$ cat config.mk
export PLATFORM = sky130hd
export DESIGN_NAME = sram_rd_ctrl
export DESIGN_NICKNAME = d
export VERILOG_FILES = /design/src/design/sram_rd_pkg.sv /design/src/design/rd_wait_timer.sv /design/src/design/sram_rd_ctrl.sv
export VERILOG_INCLUDE_DIRS = /design/src /design/src/design
export SDC_FILE = /design/constraint.sdc
export NUM_CORES = 1
export LEC_CHECK = 0
export BUFFER_PORTS_ARGS = -buffer_cell sky130_fd_sc_hd__buf_2
export CAP_MARGIN = 15
export CORE_ASPECT_RATIO = 2
export CORE_UTILIZATION = 50
export CTS_CLUSTER_DIAMETER = 60
export DETAILED_ROUTE_END_ITERATION = 10
export PLACE_DENSITY = 0.79
export SETUP_SLACK_MARGIN = 0.05
export SYNTH_ARGS = -nofsm -noshare
export SYNTH_HDL_FRONTEND = slang
export SYNTH_HIERARCHICAL = 1
export SYNTH_SLANG_ARGS = --single-unit
$ cat constraint.sdc
create_clock -name clk_sys -period 4.3 [get_ports clk_sys]
set_clock_uncertainty 0.15 [all_clocks]
set_input_delay 0.645 -clock clk_sys [delete_from_list [all_inputs] [get_ports clk_sys]]
set_output_delay 0.645 -clock clk_sys [all_outputs]
set_load 0.01 [all_outputs]
$ cat src/design/sram_rd_defs.svh
`ifndef SRAM_RD_DEFS_SVH
`define SRAM_RD_DEFS_SVH
// Clock period in picoseconds
`define CLK_PERIOD_PS 8000
// Read timing figures in nanoseconds
`define READ_CYCLE_TIME_NS 20
`define ADDR_ACCESS_TIME_NS 20
`define OUT_HOLD_TIME_NS 3
`define OE_ACCESS_TIME_NS 10
`define OE_RELEASE_TIME_NS 10
`define CE_ACCESS_TIME_NS 20
`define CE_RELEASE_TIME_NS 10
`define ADDR_SKEW_TIME_NS 4
// Least times round up to whole cycles
`define CYC_UP(ns) (((ns) * 1000 + `CLK_PERIOD_PS - 1) / `CLK_PERIOD_PS)
`define READ_CYCLE_CYC `CYC_UP(`READ_CYCLE_TIME_NS)
`define ACCESS_CYC `CYC_UP(`ADDR_ACCESS_TIME_NS)
`define RELEASE_CYC `CYC_UP(`CE_RELEASE_TIME_NS)
`define CNT_W 4
`endif

$ cat src/design/sram_rd_pkg.sv
package sram_rd_pkg;
    typedef enum logic [1:0] {
        ST_IDLE = 2'b00,
        ST_WAIT = 2'b01,
        ST_DONE = 2'b10,
        ST_GAP = 2'b11
    } rd_state_type;
endpackage

$ cat src/design/rd_wait_timer.sv
`timescale 1ns/1ps
`include "sram_rd_defs.svh"
// Down counter: load a count, flag when it reaches zero
module rd_wait_timer #(
    parameter int W = `CNT_W
) (
    input wire logic clk_sys,
    input wire logic reset_n,
    input wire logic load,
    input wire logic [W-1:0] count,
    output logic expired
);
    typedef struct packed {
        logic [W-1:0] cnt;
    } tmr_state_type;
    tmr_state_type s_q, s_d;

    // Next count
    always_comb begin
        s_d = s_q;
        if (load) begin
            s_d.cnt = count;
        end else if (s_q.cnt != '0) begin
            s_d.cnt = s_q.cnt - 1'b1;
        end
    end

    // Register
    always_ff @(posedge clk_sys) begin
        if (!reset_n) begin
            s_q <= '0;
        end else begin
            s_q <= s_d;
        end
    end

    assign expired = (s_q.cnt == '0) && !load;
endmodule

$ cat src/design/sram_rd_ctrl.sv
// Contract
// - Read holds write-enable high and chip-enable low throughout.
// - Address changes no faster than one per 20 ns read cycle.
// - Early address change is invalid; re-initialize before further reads.
// - All address bits settle within 4 ns of each other.
// - Address valid no later than 4 ns after chip-enable falls.
`timescale 1ns/1ps
`include "sram_rd_defs.svh"
module sram_rd_ctrl #(
    parameter int ADDR_W = 19,
    parameter int DATA_W = 8,
    parameter int N_CE = 1
) (
    input wire logic clk_sys,
    input wire logic reset_n,
    input wire logic req_valid,
    input wire logic [ADDR_W-1:0] req_addr,
    input wire logic [$clog2(N_CE+1)-1:0] req_die,
    output logic req_ready,
    output logic rsp_valid,
    output logic [DATA_W-1:0] rsp_data,
    output logic [ADDR_W-1:0] mem_addr,
    output logic [N_CE-1:0] mem_ce_n,
    output logic mem_oe_n,
    output logic mem_we_n,
    input wire logic [DATA_W-1:0] mem_dq
);
    import sram_rd_pkg::*;

    // Die index width, as the request port carries it
    localparam int DIE_W = $clog2(N_CE + 1);
    // Wait lengths in clock cycles, each rounded up so no least time is cut
    localparam int ACCESS_CYC = `ACCESS_CYC;
    localparam int CYCLE_CYC = `READ_CYCLE_CYC;
    localparam int GAP_CYC = `RELEASE_CYC;

    typedef struct packed {
        rd_state_type st;
        logic [ADDR_W-1:0] addr;
        logic [N_CE-1:0] ce_n;
        logic oe_n;
        logic [DATA_W-1:0] data;
        logic rsp;
        logic [`CNT_W-1:0] age; // Cycles since the last address launch
    } ctrl_state_type;

    // Quiet bus after reset; the launch guard starts satisfied
    localparam ctrl_state_type CTRL_IDLE = '{
        st: ST_IDLE,
        addr: '0,
        ce_n: '1,
        oe_n: 1'b1,
        data: '0,
        rsp: 1'b0,
        age: `CNT_W'(CYCLE_CYC)
    };

    ctrl_state_type s_q, s_d;
    logic tmr_load;
    logic [`CNT_W-1:0] tmr_count;
    logic tmr_done;
    logic [N_CE-1:0] sel_ce_n;
    logic sel_ok;
    logic launch_ok;

    // True when the index names a fitted die
    function automatic logic die_valid(input logic [DIE_W-1:0] die);
        die_valid = 1'b0;
        for (int i = 0; i < N_CE; i++) begin
            if (die == i[DIE_W-1:0]) begin
                die_valid = 1'b1;
            end
        end
    endfunction

    // One-hot chip-enable select; decoded for every new read
    function automatic logic [N_CE-1:0] ce_select(input logic [DIE_W-1:0] die);
        ce_select = '1;
        for (int i = 0; i < N_CE; i++) begin
            if (die == i[DIE_W-1:0]) begin
                ce_select[i] = 1'b0;
            end
        end
    endfunction

    // Timer load for a wait; the timer adds one cycle of its own, so each wait
    // runs a cycle longer than its figure, trading a little speed for margin
    function automatic logic [`CNT_W-1:0] wait_load(input int cycles);
        wait_load = `CNT_W'(cycles);
    endfunction

    // Shared timer covers the access wait and the release gap
    rd_wait_timer #(.W(`CNT_W)) u_timer (
        .clk_sys(clk_sys),
        .reset_n(reset_n),
        .load(tmr_load),
        .count(tmr_count),
        .expired(tmr_done)
    );

    // Request decode: which pin to pull low, and whether any die answers
    assign sel_ce_n = ce_select(req_die);
    assign sel_ok = die_valid(req_die);

    // A launch waits a full read cycle after the previous one, whatever the
    // wait lengths; moving the address sooner would spoil the read
    assign launch_ok = (s_q.age >= `CNT_W'(CYCLE_CYC));

    // Ready only in idle, so address never moves inside a read cycle
    assign req_ready = (s_q.st == ST_IDLE) && launch_ok;

    // Control sequence
    always_comb begin
        s_d = s_q;
        s_d.rsp = 1'b0;
        tmr_load = 1'b0;
        tmr_count = '0;
        // Launch age saturates once the guard is met
        if (s_q.age < `CNT_W'(CYCLE_CYC)) begin
            s_d.age = s_q.age + 1'b1;
        end
        unique case (s_q.st)
            ST_IDLE: begin
                if (req_valid && launch_ok) begin
                    // Address and enables launch on the same edge from flops,
                    // so skew and setup stay within one register delay
                    s_d.addr = req_addr;
                    s_d.ce_n = sel_ce_n;
                    // An index with no die keeps output-enable high too, so
                    // output-enable never falls without a chip-enable
                    s_d.oe_n = !sel_ok;
                    s_d.age = '0;
                    tmr_load = 1'b1;
                    // Sample only once the access time has run out
                    tmr_count = wait_load(ACCESS_CYC);
                    s_d.st = ST_WAIT;
                end
            end
            ST_WAIT: begin
                if (tmr_done) begin
                    // With no die selected nothing drives the pins; return zero
                    s_d.data = (&s_q.ce_n) ? '0 : mem_dq;
                    s_d.st = ST_DONE;
                end
            end
            ST_DONE: begin
                // Deassert enables; leave the bus idle long enough to release
                s_d.ce_n = '1;
                s_d.oe_n = 1'b1;
                s_d.rsp = 1'b1;
                tmr_load = 1'b1;
                tmr_count = wait_load(GAP_CYC);
                s_d.st = ST_GAP;
            end
            ST_GAP: begin
                // Fresh chip-enable read each time avoids any invalid cycle
                if (tmr_done) begin
                    s_d.st = ST_IDLE;
                end
            end
        endcase
    end

    // Register all state
    always_ff @(posedge clk_sys) begin
        if (!reset_n) begin
            s_q <= CTRL_IDLE;
        end else begin
            s_q <= s_d;
        end
    end

    // Pins and answer come straight from flops, except write-enable, which is tied high
    assign mem_addr = s_q.addr;
    assign mem_ce_n = s_q.ce_n;
    assign mem_oe_n = s_q.oe_n;
    assign mem_we_n = 1'b1;
    assign rsp_valid = s_q.rsp;
    assign rsp_data = s_q.data;
endmodule

==> results of run 1 <==
[metal layers]
metal / GRT usage / vias up / part of all wire
li1: - / 776 / -
met1: 0.175 / 701 / 0.38
met2: 0.347 / 40 / 0.55
met3: 0.0460 / 7 / 0.048
met4: 0.0809 / 0 / 0.021
met5: 0 / - / 0
[state kept, by name, summed over array words and instances, names as in the netlist]
register / cells
mem_ce_n: 1
rsp_data: 8
s_q: 6
mem_addr: 19
rsp_valid: 1
u_timer/s_q: 4
[cell usage after synthesis, types with 2 or more instances]
library cell,number,area share
nand3_1,40,0.10
dfxtp_1,39,0.40
nand2_1,33,0.063
buf_4,31,0.12
a21boi_0,8,0.031
ha_1,8,0.051
nand4b_1,8,0.036
clkbuf_1,6,0.012
inv_1,4,0.0077
o21ai_0,4,0.010
mux2i_1,3,0.015
nor2b_1,3,0.0096
xnor2_1,3,0.013
and2_1,2,0.0064
and3_1,2,0.0064
buf_2,2,0.0051
buf_6,2,0.012
conb_1,2,0.0038
nand2b_1,2,0.0064
nor3_1,2,0.0051
nor3b_1,2,0.0077
o31ai_1,2,0.0077
[power by group]
| group | total (mW) | internal [mW] | leakage, nW | switching, mW |
|---|---|---|---|---|
| sequential | 0.475 | 0.431 | 0.318 | 0.0442 |
| clock | 0.313 | 0.188 | 0.0612 | 0.125 |
| combinational | 0.458 | 0.193 | 0.655 | 0.265 |
[cell type report]
| type | instances | area (sq um) | area share |
|---|---|---|---|
| Timing Repair Buffer | 61 | 305 | 0.142 |
| Clock inverter | 2 | 35.0 | 0.0163 |
| Clock buffer | 6 | 82.6 | 0.0384 |
| Multi-Input combinational cell | 138 | 868 | 0.403 |
| Tap cell | 49 | 61.3 | 0.0285 |
| Sequential cell | 39 | 781 | 0.363 |
| Inverter | 5 | 18.8 | 0.00872 |
[stage by stage]
stage               setup slack (ns)  instance area (sq um)  utilization  power [mW]
floorplan                       2.11                   1960            -       0.893
global placement                1.15                   2030        0.552       0.926
detailed placement              1.05                   2030        0.552       0.945
CTS                             1.02                   2150        0.584        1.26
global route                   0.788                   2150        0.584        1.33
finish                         0.998                   2150        0.584        1.25
[final timing paths]
path	depth (start not counted)	to	slack [ns]	start
max	7	s_q[35]$_SDFFE_PN0P_	1.0	s_q[0]$_SDFF_PN1_
max reg2reg	7	s_q[35]$_SDFFE_PN0P_	1.0	s_q[0]$_SDFF_PN1_
min reg2reg	2	mem_addr[7]$_SDFFE_PN0P_	0.30	mem_addr[7]$_SDFFE_PN0P_
min	2	mem_addr[7]$_SDFFE_PN0P_	0.30	mem_addr[7]$_SDFFE_PN0P_
[worst max-delay path: stages (launching register included)]
cell and delay (ns):
dfxtp_1 0.33, ha_1 0.25, o311ai_4 0.86, nand2b_1 0.36
nor2b_1 0.61, o21ba_2 0.26, a211oi_2 0.21, mux2i_1 0.20
[cells by family after synthesis]
family / after synthesis / synth area share
fa+ha+maj: 8 / 0.0513
flops: 39 / 0.400
buf+inv: 46 / 0.157
simple gates: 98 / 0.260
other cells: 2 / 0.00385
mux: 4 / 0.0212
xor+xnor: 3 / 0.0135
compound gates: 22 / 0.0936
==> impl_metrics.tcl, run 1 <==
set metrics [dict create \
    status "finished clean" \
    fp.dieW_um 46.2 \
    cts.path.max_buffers 2 \
    fin_crit_sh 0.768 \
    ys_seq_area_frac 0.400 \
    place_inst 292 \
    end_kind "flop" \
    fmax_mhz 303 \
    whs_ns 0.300 \
    viasPerCell 5.08 \
    cts_buffers 5 \
    synth_cell_types 36 \
    initialDrtViolationCount 32 \
    cts_tree "yes" \
    htreeDepth 2 \
    tightest_slew_ns 0.968 \
    rsz0062_at_grt "false" \
    synth_enable_flop_cells 0 \
    hold_viol 0 \
    portBuffers 61 \
    setup_violations 0 \
    async_reset_ff_frac 0 \
    route.detailed.drc 0 \
    drv_cap 0 \
    cts_resized 0 \
    startpoint_type "flop" \
    hpwl_um 2510 \
    cellPowerDensity_mw_per_mm2 579 \
    cts_root_buf "clkbuf_8" \
    fp.dieH_um 90.4 \
    wl_per_cell_um 11.7 \
    grt_pass1_vias 1432 \
    cp.required_ns 4.37 \
    diodes 0 \
    place_congestion 0.750 \
    area_growth_pct 10.3 \
    hold_path_class "reg -> reg" \
    ir_drop_mv 0.404 \
    vias 1524 \
    maxSlewHeadroom 0.353 \
    drive_gt1_frac 0.307 \
    grt_pass1_wl_um 5830 \
    avgSynthCellArea_sq_um 8.79 \
    slew_viol_final 0 \
    routed_wl_um 3520 \
    cts_hold_buf 0 \
    finalCriticalPeriod_ns 3.30 \
    clock_latency_ns 0.29 \
    fin_nets 289 \
    crit_path_max_fanout 24 \
    path_clk_slew_ns 0.07 \
    final_common_cell "buf_2" \
    power_leakage_nw 1.03 \
    final_cell_mix "buf_2, nand3_1, dfxtp_1, nand2_1" \
    cts_setup_buffers 0 \
    dieArea_sq_mm 0.00417 \
    gr-total-overflow 0 \
    syn_area_sq_mm 0.00195 \
    arrival_ns 3.38 \
    critPathKind "reg -> reg" \
    postSynthCellCount 222 \
    firstDrtPassIters 4 \
    start_util 0.530 \
    synth_seq_cells 39 \
    synth_ff_type "dfxtp_1" \
    cts_sinks 39 \
    grt_max_degree 62 \
    ys_warn_count 6 \
    core_area_sq_mm 0.00368 \
    antenna_found_initial 0 \
    num_io_pins 63 \
    grt_usage 0.187 \
    ant_nets 0 \
    fin_cells 300 \
    fillers 353 \
    fin_tns_setup_ns 0 \
    placementRows 31 \
]
Power figures use the tool's default switching activity.
==> run 2: changes to the inputs <==
==> constraint.sdc (replaced) <==
create_clock -name clk_sys -period 3.4 [get_ports clk_sys]
set_clock_uncertainty 0.15 [all_clocks]
set_input_delay 0.51 -clock clk_sys [delete_from_list [all_inputs] [get_ports clk_sys]]
set_output_delay 0.51 -clock clk_sys [all_outputs]
set_load 0.01 [all_outputs]
==> run 2 against run 1 <==
Compared with the run above: sequential share of layout area shrank 0.084 points; final cell count grew 1.0%; sequential power grew 26%; non-clock buffer count grew 3; count of clock-buffer cells in the layout grew 2; worst setup slack gained 0.12 ns; total power grew 23%; routed wire length grew 0.31%; register-to-register slack gained 0.15 ns; core utilization grew 0.14 points; critical path depth shrank 3.
==> impl_metrics.tcl, run 2 (same netlist as run 1, synthesis figures left out) <==
set metrics [dict create \
    firstDrtPassIters 3 \
    pwr-share-seq 0.391 \
    tightest_slew_ns 0.607 \
    place_congestion 0.672 \
    setup_violations 0 \
    cts_sinks 39 \
    slew_viol_final 0 \
    fp.dieW_um 46.2 \
    switching_share 0.353 \
    hold_viol 0 \
    cts.path.max_buffers 2 \
    comb_power_share 0.391 \
    num_io_pins 63 \
    grt_usage 0.189 \
    place_inst 295 \
    cts_buffers 5 \
    drv_cap 0 \
    largest_register_ffs 19 \
    final_common_cell "buf_2" \
    cellPowerDensity_mw_per_mm2 709 \
    clockPowerShare 0.218 \
    finalCriticalPeriod_ns 2.29 \
    status "finished clean" \
    grt_pass1_wl_um 5900 \
    crit_path_max_fanout 5 \
    fmax_mhz 438 \
    p_switching_mw 0.539 \
    startpoint_type "flop" \
    path_clk_slew_ns 0.07 \
    initialDrtViolationCount 22 \
    core_area_sq_mm 0.00368 \
    hold_path_class "in -> reg" \
    cts_tree "yes" \
    routed_wl_um 3530 \
    drive_gt1_frac 0.311 \
    diodes 0 \
    clock_latency_ns 0.28 \
    cts_root_buf "clkbuf_8" \
    final_cell_mix "buf_2, nand3_1, dfxtp_1, nand2_1" \
    fin_tns_setup_ns 0 \
    fin_crit_sh 0.672 \
    rsz0062_at_grt "false" \
    htreeDepth 2 \
    placementRows 31 \
    route.detailed.drc 0 \
    portBuffers 61 \
    power_leakage_nw 1.04 \
    critPathKind "reg -> out" \
    ir_drop_mv 0.514 \
    maxSlewHeadroom 0.596 \
    viasPerCell 4.99 \
    fin_nets 292 \
    antenna_found_initial 0 \
    cts_resized 0 \
    vias 1513 \
    ant_nets 0 \
    grt_max_degree 41 \
    report.power.total_mw 1.53 \
    start_util 0.530 \
    fp.dieH_um 90.4 \
    dieArea_sq_mm 0.00417 \
    grt_pass1_vias 1481 \
    cts_hold_buf 0 \
    reg2reg_slack_ns 1.15 \
    fin_cells 303 \
    fillers 343 \
    cp.required_ns 2.74 \
    cts_setup_buffers 0 \
    hpwl_um 2590 \
    gr-total-overflow 0 \
    end_kind "output port" \
    arrival_ns 1.63 \
    cellInternalPower_mw 0.989 \
    wl_per_cell_um 11.6 \
    area_growth_pct 10.5 \
]
-- run 2: cell types whose count changed in the layout (fill, tap and decap cells not counted), sizes merged --
cell / delta
clkbuf: +2
buf: +3
clkinv: -1
bufinv: -1
-- run 2: path summary, 6_finish.rpt --
kind,start,to,cells after the start
worst max-delay path,s_q[0]$_SDFF_PN1_,req_ready,4
worst max register to register,s_q[34]$_SDFFE_PN0P_,s_q[35]$_SDFFE_PN0P_,9
worst min-delay path,req_addr[1],mem_addr[1]$_SDFFE_PN0P_,3
worst min register to register,mem_addr[6]$_SDFFE_PN0P_,mem_addr[6]$_SDFFE_PN0P_,2
-- run 2: critical path: stages (launching register included) --
cell and delay (ns):
dfxtp_1 0.32, ha_1 0.24, nor3_2 0.41, and2b_1 0.24
buf_2 0.13
-- run 2: final cells by class --
cell class | count | area [sq um] | share of cell area
Inverter | 5 | 18.8 | 0.00870
Multi-Input combinational cell | 138 | 868 | 0.403
Clock buffer | 8 | 100 | 0.0464
Tap cell | 49 | 61.3 | 0.0284
Sequential cell | 39 | 781 | 0.362
Timing Repair Buffer | 64 | 328 | 0.152
-- run 2: power groups by stage --
stage | Sequential [mW] | Combinational, mW | Clock (mW)
after global placement | 0.606 | 0.588 | 0
after floorplan | 0.598 | 0.531 | 0
final | 0.598 | 0.598 | 0.333
after CTS | 0.599 | 0.605 | 0.347
after global routing | 0.610 | 0.668 | 0.364
after detailed placement | 0.609 | 0.603 | 0
-- run 2: routing by layer --
metal  share of wire  GRT usage  up-vias
li1                -          -      785
met1            0.39      0.176      683
met2            0.55      0.347       40
met3           0.039     0.0440        5
met4           0.016     0.0907        0
met5               0          0        -
-- run 2: metrics by stage --
step / setup slack (ns) / cell area, sq um / hold slack, ns / util
2_1_floorplan: 1.21 / 1960 / 0.280 / -
3_3_place_gp: 1.24 / 2060 / 0.286 / 0.558
3_5_place_dp: 1.16 / 2060 / 0.288 / 0.558
4_1_cts: 1.08 / 2160 / 0.274 / 0.585
5_1_grt: 0.929 / 2160 / 0.285 / 0.585
6_report: 1.11 / 2160 / 0.283 / 0.585
==> run 3: changes to the inputs <==
--- a/config.mk
+++ b/config.mk
@@ -6,13 +6,14 @@
 export SDC_FILE = /design/constraint.sdc
 export NUM_CORES = 1
 export LEC_CHECK = 0
+export ABC_AREA = 1
 export BUFFER_PORTS_ARGS = -buffer_cell sky130_fd_sc_hd__buf_2
 export CAP_MARGIN = 15
 export CORE_ASPECT_RATIO = 2
-export CORE_UTILIZATION = 50
+export CORE_UTILIZATION = 45
 export CTS_CLUSTER_DIAMETER = 60
 export DETAILED_ROUTE_END_ITERATION = 10
-export PLACE_DENSITY = 0.79
+export PLACE_DENSITY = 0.75
 export SETUP_SLACK_MARGIN = 0.05
 export SYNTH_ARGS = -nofsm -noshare
 export SYNTH_HDL_FRONTEND = slang
==> constraint.sdc (replaced) <==
create_clock -name clk_sys -period 2.05 [get_ports clk_sys]
set_clock_uncertainty 0.15 [all_clocks]
set_input_delay 0.3075 -clock clk_sys [delete_from_list [all_inputs] [get_ports clk_sys]]
set_output_delay 0.3075 -clock clk_sys [all_outputs]
set_load 0.01 [all_outputs]
==> run 3 against run 2 <==
Compared with the run above: register-to-register slack got worse by 0.98 ns; core utilization decreased by 3.3 points; largest cell class unchanged; synthesized cell count increased by 13%; first-iteration DRC count down 45%; die area up 8.7%.
==> impl_metrics.tcl, run 3 <==
set metrics [dict create \
    post-route-util 0.552 \
    grt_max_degree 24 \
    slew_viol_final 0 \
    hpwl_um 2580 \
    syn_area_sq_mm 0.00192 \
    power_leakage_nw 1.19 \
    cts_sinks 39 \
    cp_top_family "simple AND/OR/NAND/NOR gates" \
    synth_cell_types 26 \
    fp.dieW_um 48.1 \
    core_area_sq_mm 0.00409 \
    clock_latency_ns 0.29 \
    cts_tree "yes" \
    postSynthCellCount 250 \
    critPathKind "reg -> reg" \
    ff_latch_area_sq_um 785 \
    crit_chain "ha_2, inv_2, nand2_4, nand2_4, nor2_8, inv_8, nand2_4, nor2_4, nand3_4, inv_4, o21bai_1, nand2_1, nand2_1, nand2_1, nor2_2" \
    routed_wl_um 3630 \
    whs_ns 0.0870 \
    design_area_sq_mm 0.00226 \
    hold_path_class "in -> reg" \
    portBuffers 61 \
    async_reset_ff_frac 0 \
    comb_power_share 0.489 \
    r2r_start "s_q[0]$_SDFF_PN1_" \
    firstDrtPassIters 4 \
    dpl_cell_area_sq_mm 0.00204 \
    hold_end "mem_addr[8]$_SDFFE_PN0P_" \
    slowest_delay_ns 0.33 \
    fin_nets 334 \
    synth_area_leaders "dfxtp_1, buf_4, nor2_1" \
    arrival_ns 1.96 \
    initialDrtViolationCount 12 \
    grt_pass1_vias 1413 \
    setup_violations 0 \
    antenna_found_initial 0 \
    cts_buffers 5 \
    final_cell_mix "buf_2, nor2_1, dfxtp_1, nand2_1, o21ai_0" \
    synth_top_area_share 0.408 \
    cellInternalPower_mw 2.05 \
    ys_seq_area_frac 0.408 \
    start_util 0.469 \
    fmax_mhz 532 \
    drive_gt1_frac 0.355 \
    cts.path.max_buffers 2 \
    synth_ff_type "dfxtp_1" \
    crit_buf_inv 3 \
    cp.required_ns 2.13 \
    viasPerCell 4.54 \
    cts_root_buf "clkbuf_8" \
    final_common_cell "buf_2" \
    placementRows 33 \
    htreeDepth 2 \
    place_congestion 0.792 \
    avgSynthCellArea_sq_um 7.66 \
    gr-total-overflow 0 \
    path_clk_slew_ns 0.07 \
    fillers 397 \
    cellPowerDensity_mw_per_mm2 1500 \
    fin_crit_sh 0.917 \
    r2r_end "s_q[35]$_SDFFE_PN0P_" \
    ys_warn_count 6 \
    yosys.area.top_type "dfxtp_1" \
    multiInputGateArea_sq_um 803 \
    slowest_stage "dfxtp_2" \
    area_growth_pct 17.8 \
    ir_drop_mv 0.911 \
    r2r_cells 15 \
    grt_pass1_wl_um 5750 \
    reg2reg_slack_ns 0.17 \
    vias 1580 \
    largest_register_ffs 19 \
    status "finished clean" \
    hold_depth 3 \
    startpoint_type "flop" \
    route.detailed.drc 0 \
    grt_usage 0.179 \
    hp-start "req_addr[8]" \
    ys_top_cells_by_count "nor2_1, dfxtp_1, nand2_1" \
    wl_per_cell_um 10.4 \
    finalCriticalPeriod_ns 1.88 \
    switching_share 0.394 \
    hold_viol 0 \
    drv_cap 0 \
    dieArea_sq_mm 0.00454 \
    yosysMostFrequentCell "nor2_1" \
    pwr-share-seq 0.319 \
    cts_hold_buf 0 \
    fin_tns_setup_ns 0 \
    p_switching_mw 1.33 \
    crit_path_max_fanout 4 \
    ant_nets 0 \
    rsz0062_at_grt "true" \
    synth_enable_flop_cells 0 \
    clockPowerShare 0.192 \
    synth_seq_cells 39 \
    end_kind "flop" \
    fp.dieH_um 94.3 \
    num_io_pins 63 \
    diodes 0 \
]
-- run 3: changes by cell type after synthesis, moves of 8 or more --
cell / before / now
a21boi_0: 8 / 0
inv_1: 4 / 17
nand3_1: 40 / 13
nand4b_1: 8 / 0
nor2_1: 0 / 51
o21ai_0: 4 / 22
-- run 3: cells by family (layout without fill, tap and decap cells) --
family / count (synthesis) / in the layout / synth area share
AND/OR/NAND/NOR: 108 / 108 / 0.244
buffers and inverters: 57 / 102 / 0.195
flip-flops: 39 / 39 / 0.408
AO/OA/AOI/OAI: 35 / 35 / 0.0934
adder cells (fa/ha/maj): 8 / 8 / 0.0523
other: 2 / 3 / 0.00392
XOR/XNOR: 1 / 1 / 0.00457
-- run 3: area by class of cell --
cell class	count	area share
clock inverter	2	0.0155
timing repair buffer	73	0.175
sequential	39	0.348
inverter	21	0.0405
multi-input combinational	155	0.356
clock buffer	6	0.0366
tap	52	0.0288
-- run 3: how the worst max path moves through the flow --
stage / from / endpoint / slack (ns) / cells after the start
after global routing: s_q[0]$_SDFF_PN1_ / s_q[35]$_SDFFE_PN0P_ / 0.03 / 15
after global placement: s_q[34]$_SDFFE_PN0P_ / rsp_data[1]$_SDFFE_PN0P_ / 0.13 / 13
after detailed placement: s_q[34]$_SDFFE_PN0P_ / rsp_data[5]$_SDFFE_PN0P_ / 0.06 / 13
after CTS: s_q[34]$_SDFFE_PN0P_ / rsp_data[5]$_SDFFE_PN0P_ / 0.06 / 13
after floorplan: s_q[34]$_SDFFE_PN0P_ / s_q[35]$_SDFFE_PN0P_ / 0.07 / 15
final: s_q[0]$_SDFF_PN1_ / s_q[35]$_SDFFE_PN0P_ / 0.17 / 15
-- run 3: repair_timing --
item,4_1_cts,5_1_grt
gates resized for setup,1,15
setup buffers,0,8
pin swaps,0,7
endpoints found under the setup margin,3,10
-- run 3: power by group through the flow --
stage	logic (mW)	registers, mW	clock network, mW
2_1_floorplan	1.27	1.07	0
3_3_place_gp	1.39	1.08	0
3_5_place_dp	1.41	1.09	0
4_1_cts	1.43	1.07	0.671
5_1_grt	1.88	1.11	0.696
6_report	1.65	1.08	0.651
-- run 3: stage by stage --
step	power, mW	std cells	setup WS (ns)
2_1_floorplan	2.33	251	0.0692
3_3_place_gp	2.47	332	0.126
3_5_place_dp	2.50	332	0.0572
4_1_cts	3.17	340	0.0566
5_1_grt	3.68	348	0.0290
6_report	3.39	348	0.170
-- run 3: tightest hold or removal path: cells and delay by family --
| family | cells | cell delay [ns] |
|---|---|---|
| buffers and inverters | 1 | 0.07 |
| and+or+nand+nor | 2 | 0.11 |
-- run 3: routing by layer --
layer | part of all wire | track usage | up-vias
met5 | 0 | 0 | -
met4 | 0.022 | 0.116 | 0
met3 | 0.039 | 0.0385 | 6
met2 | 0.56 | 0.315 | 37
met1 | 0.38 | 0.167 | 701
li1 | - | - | 836
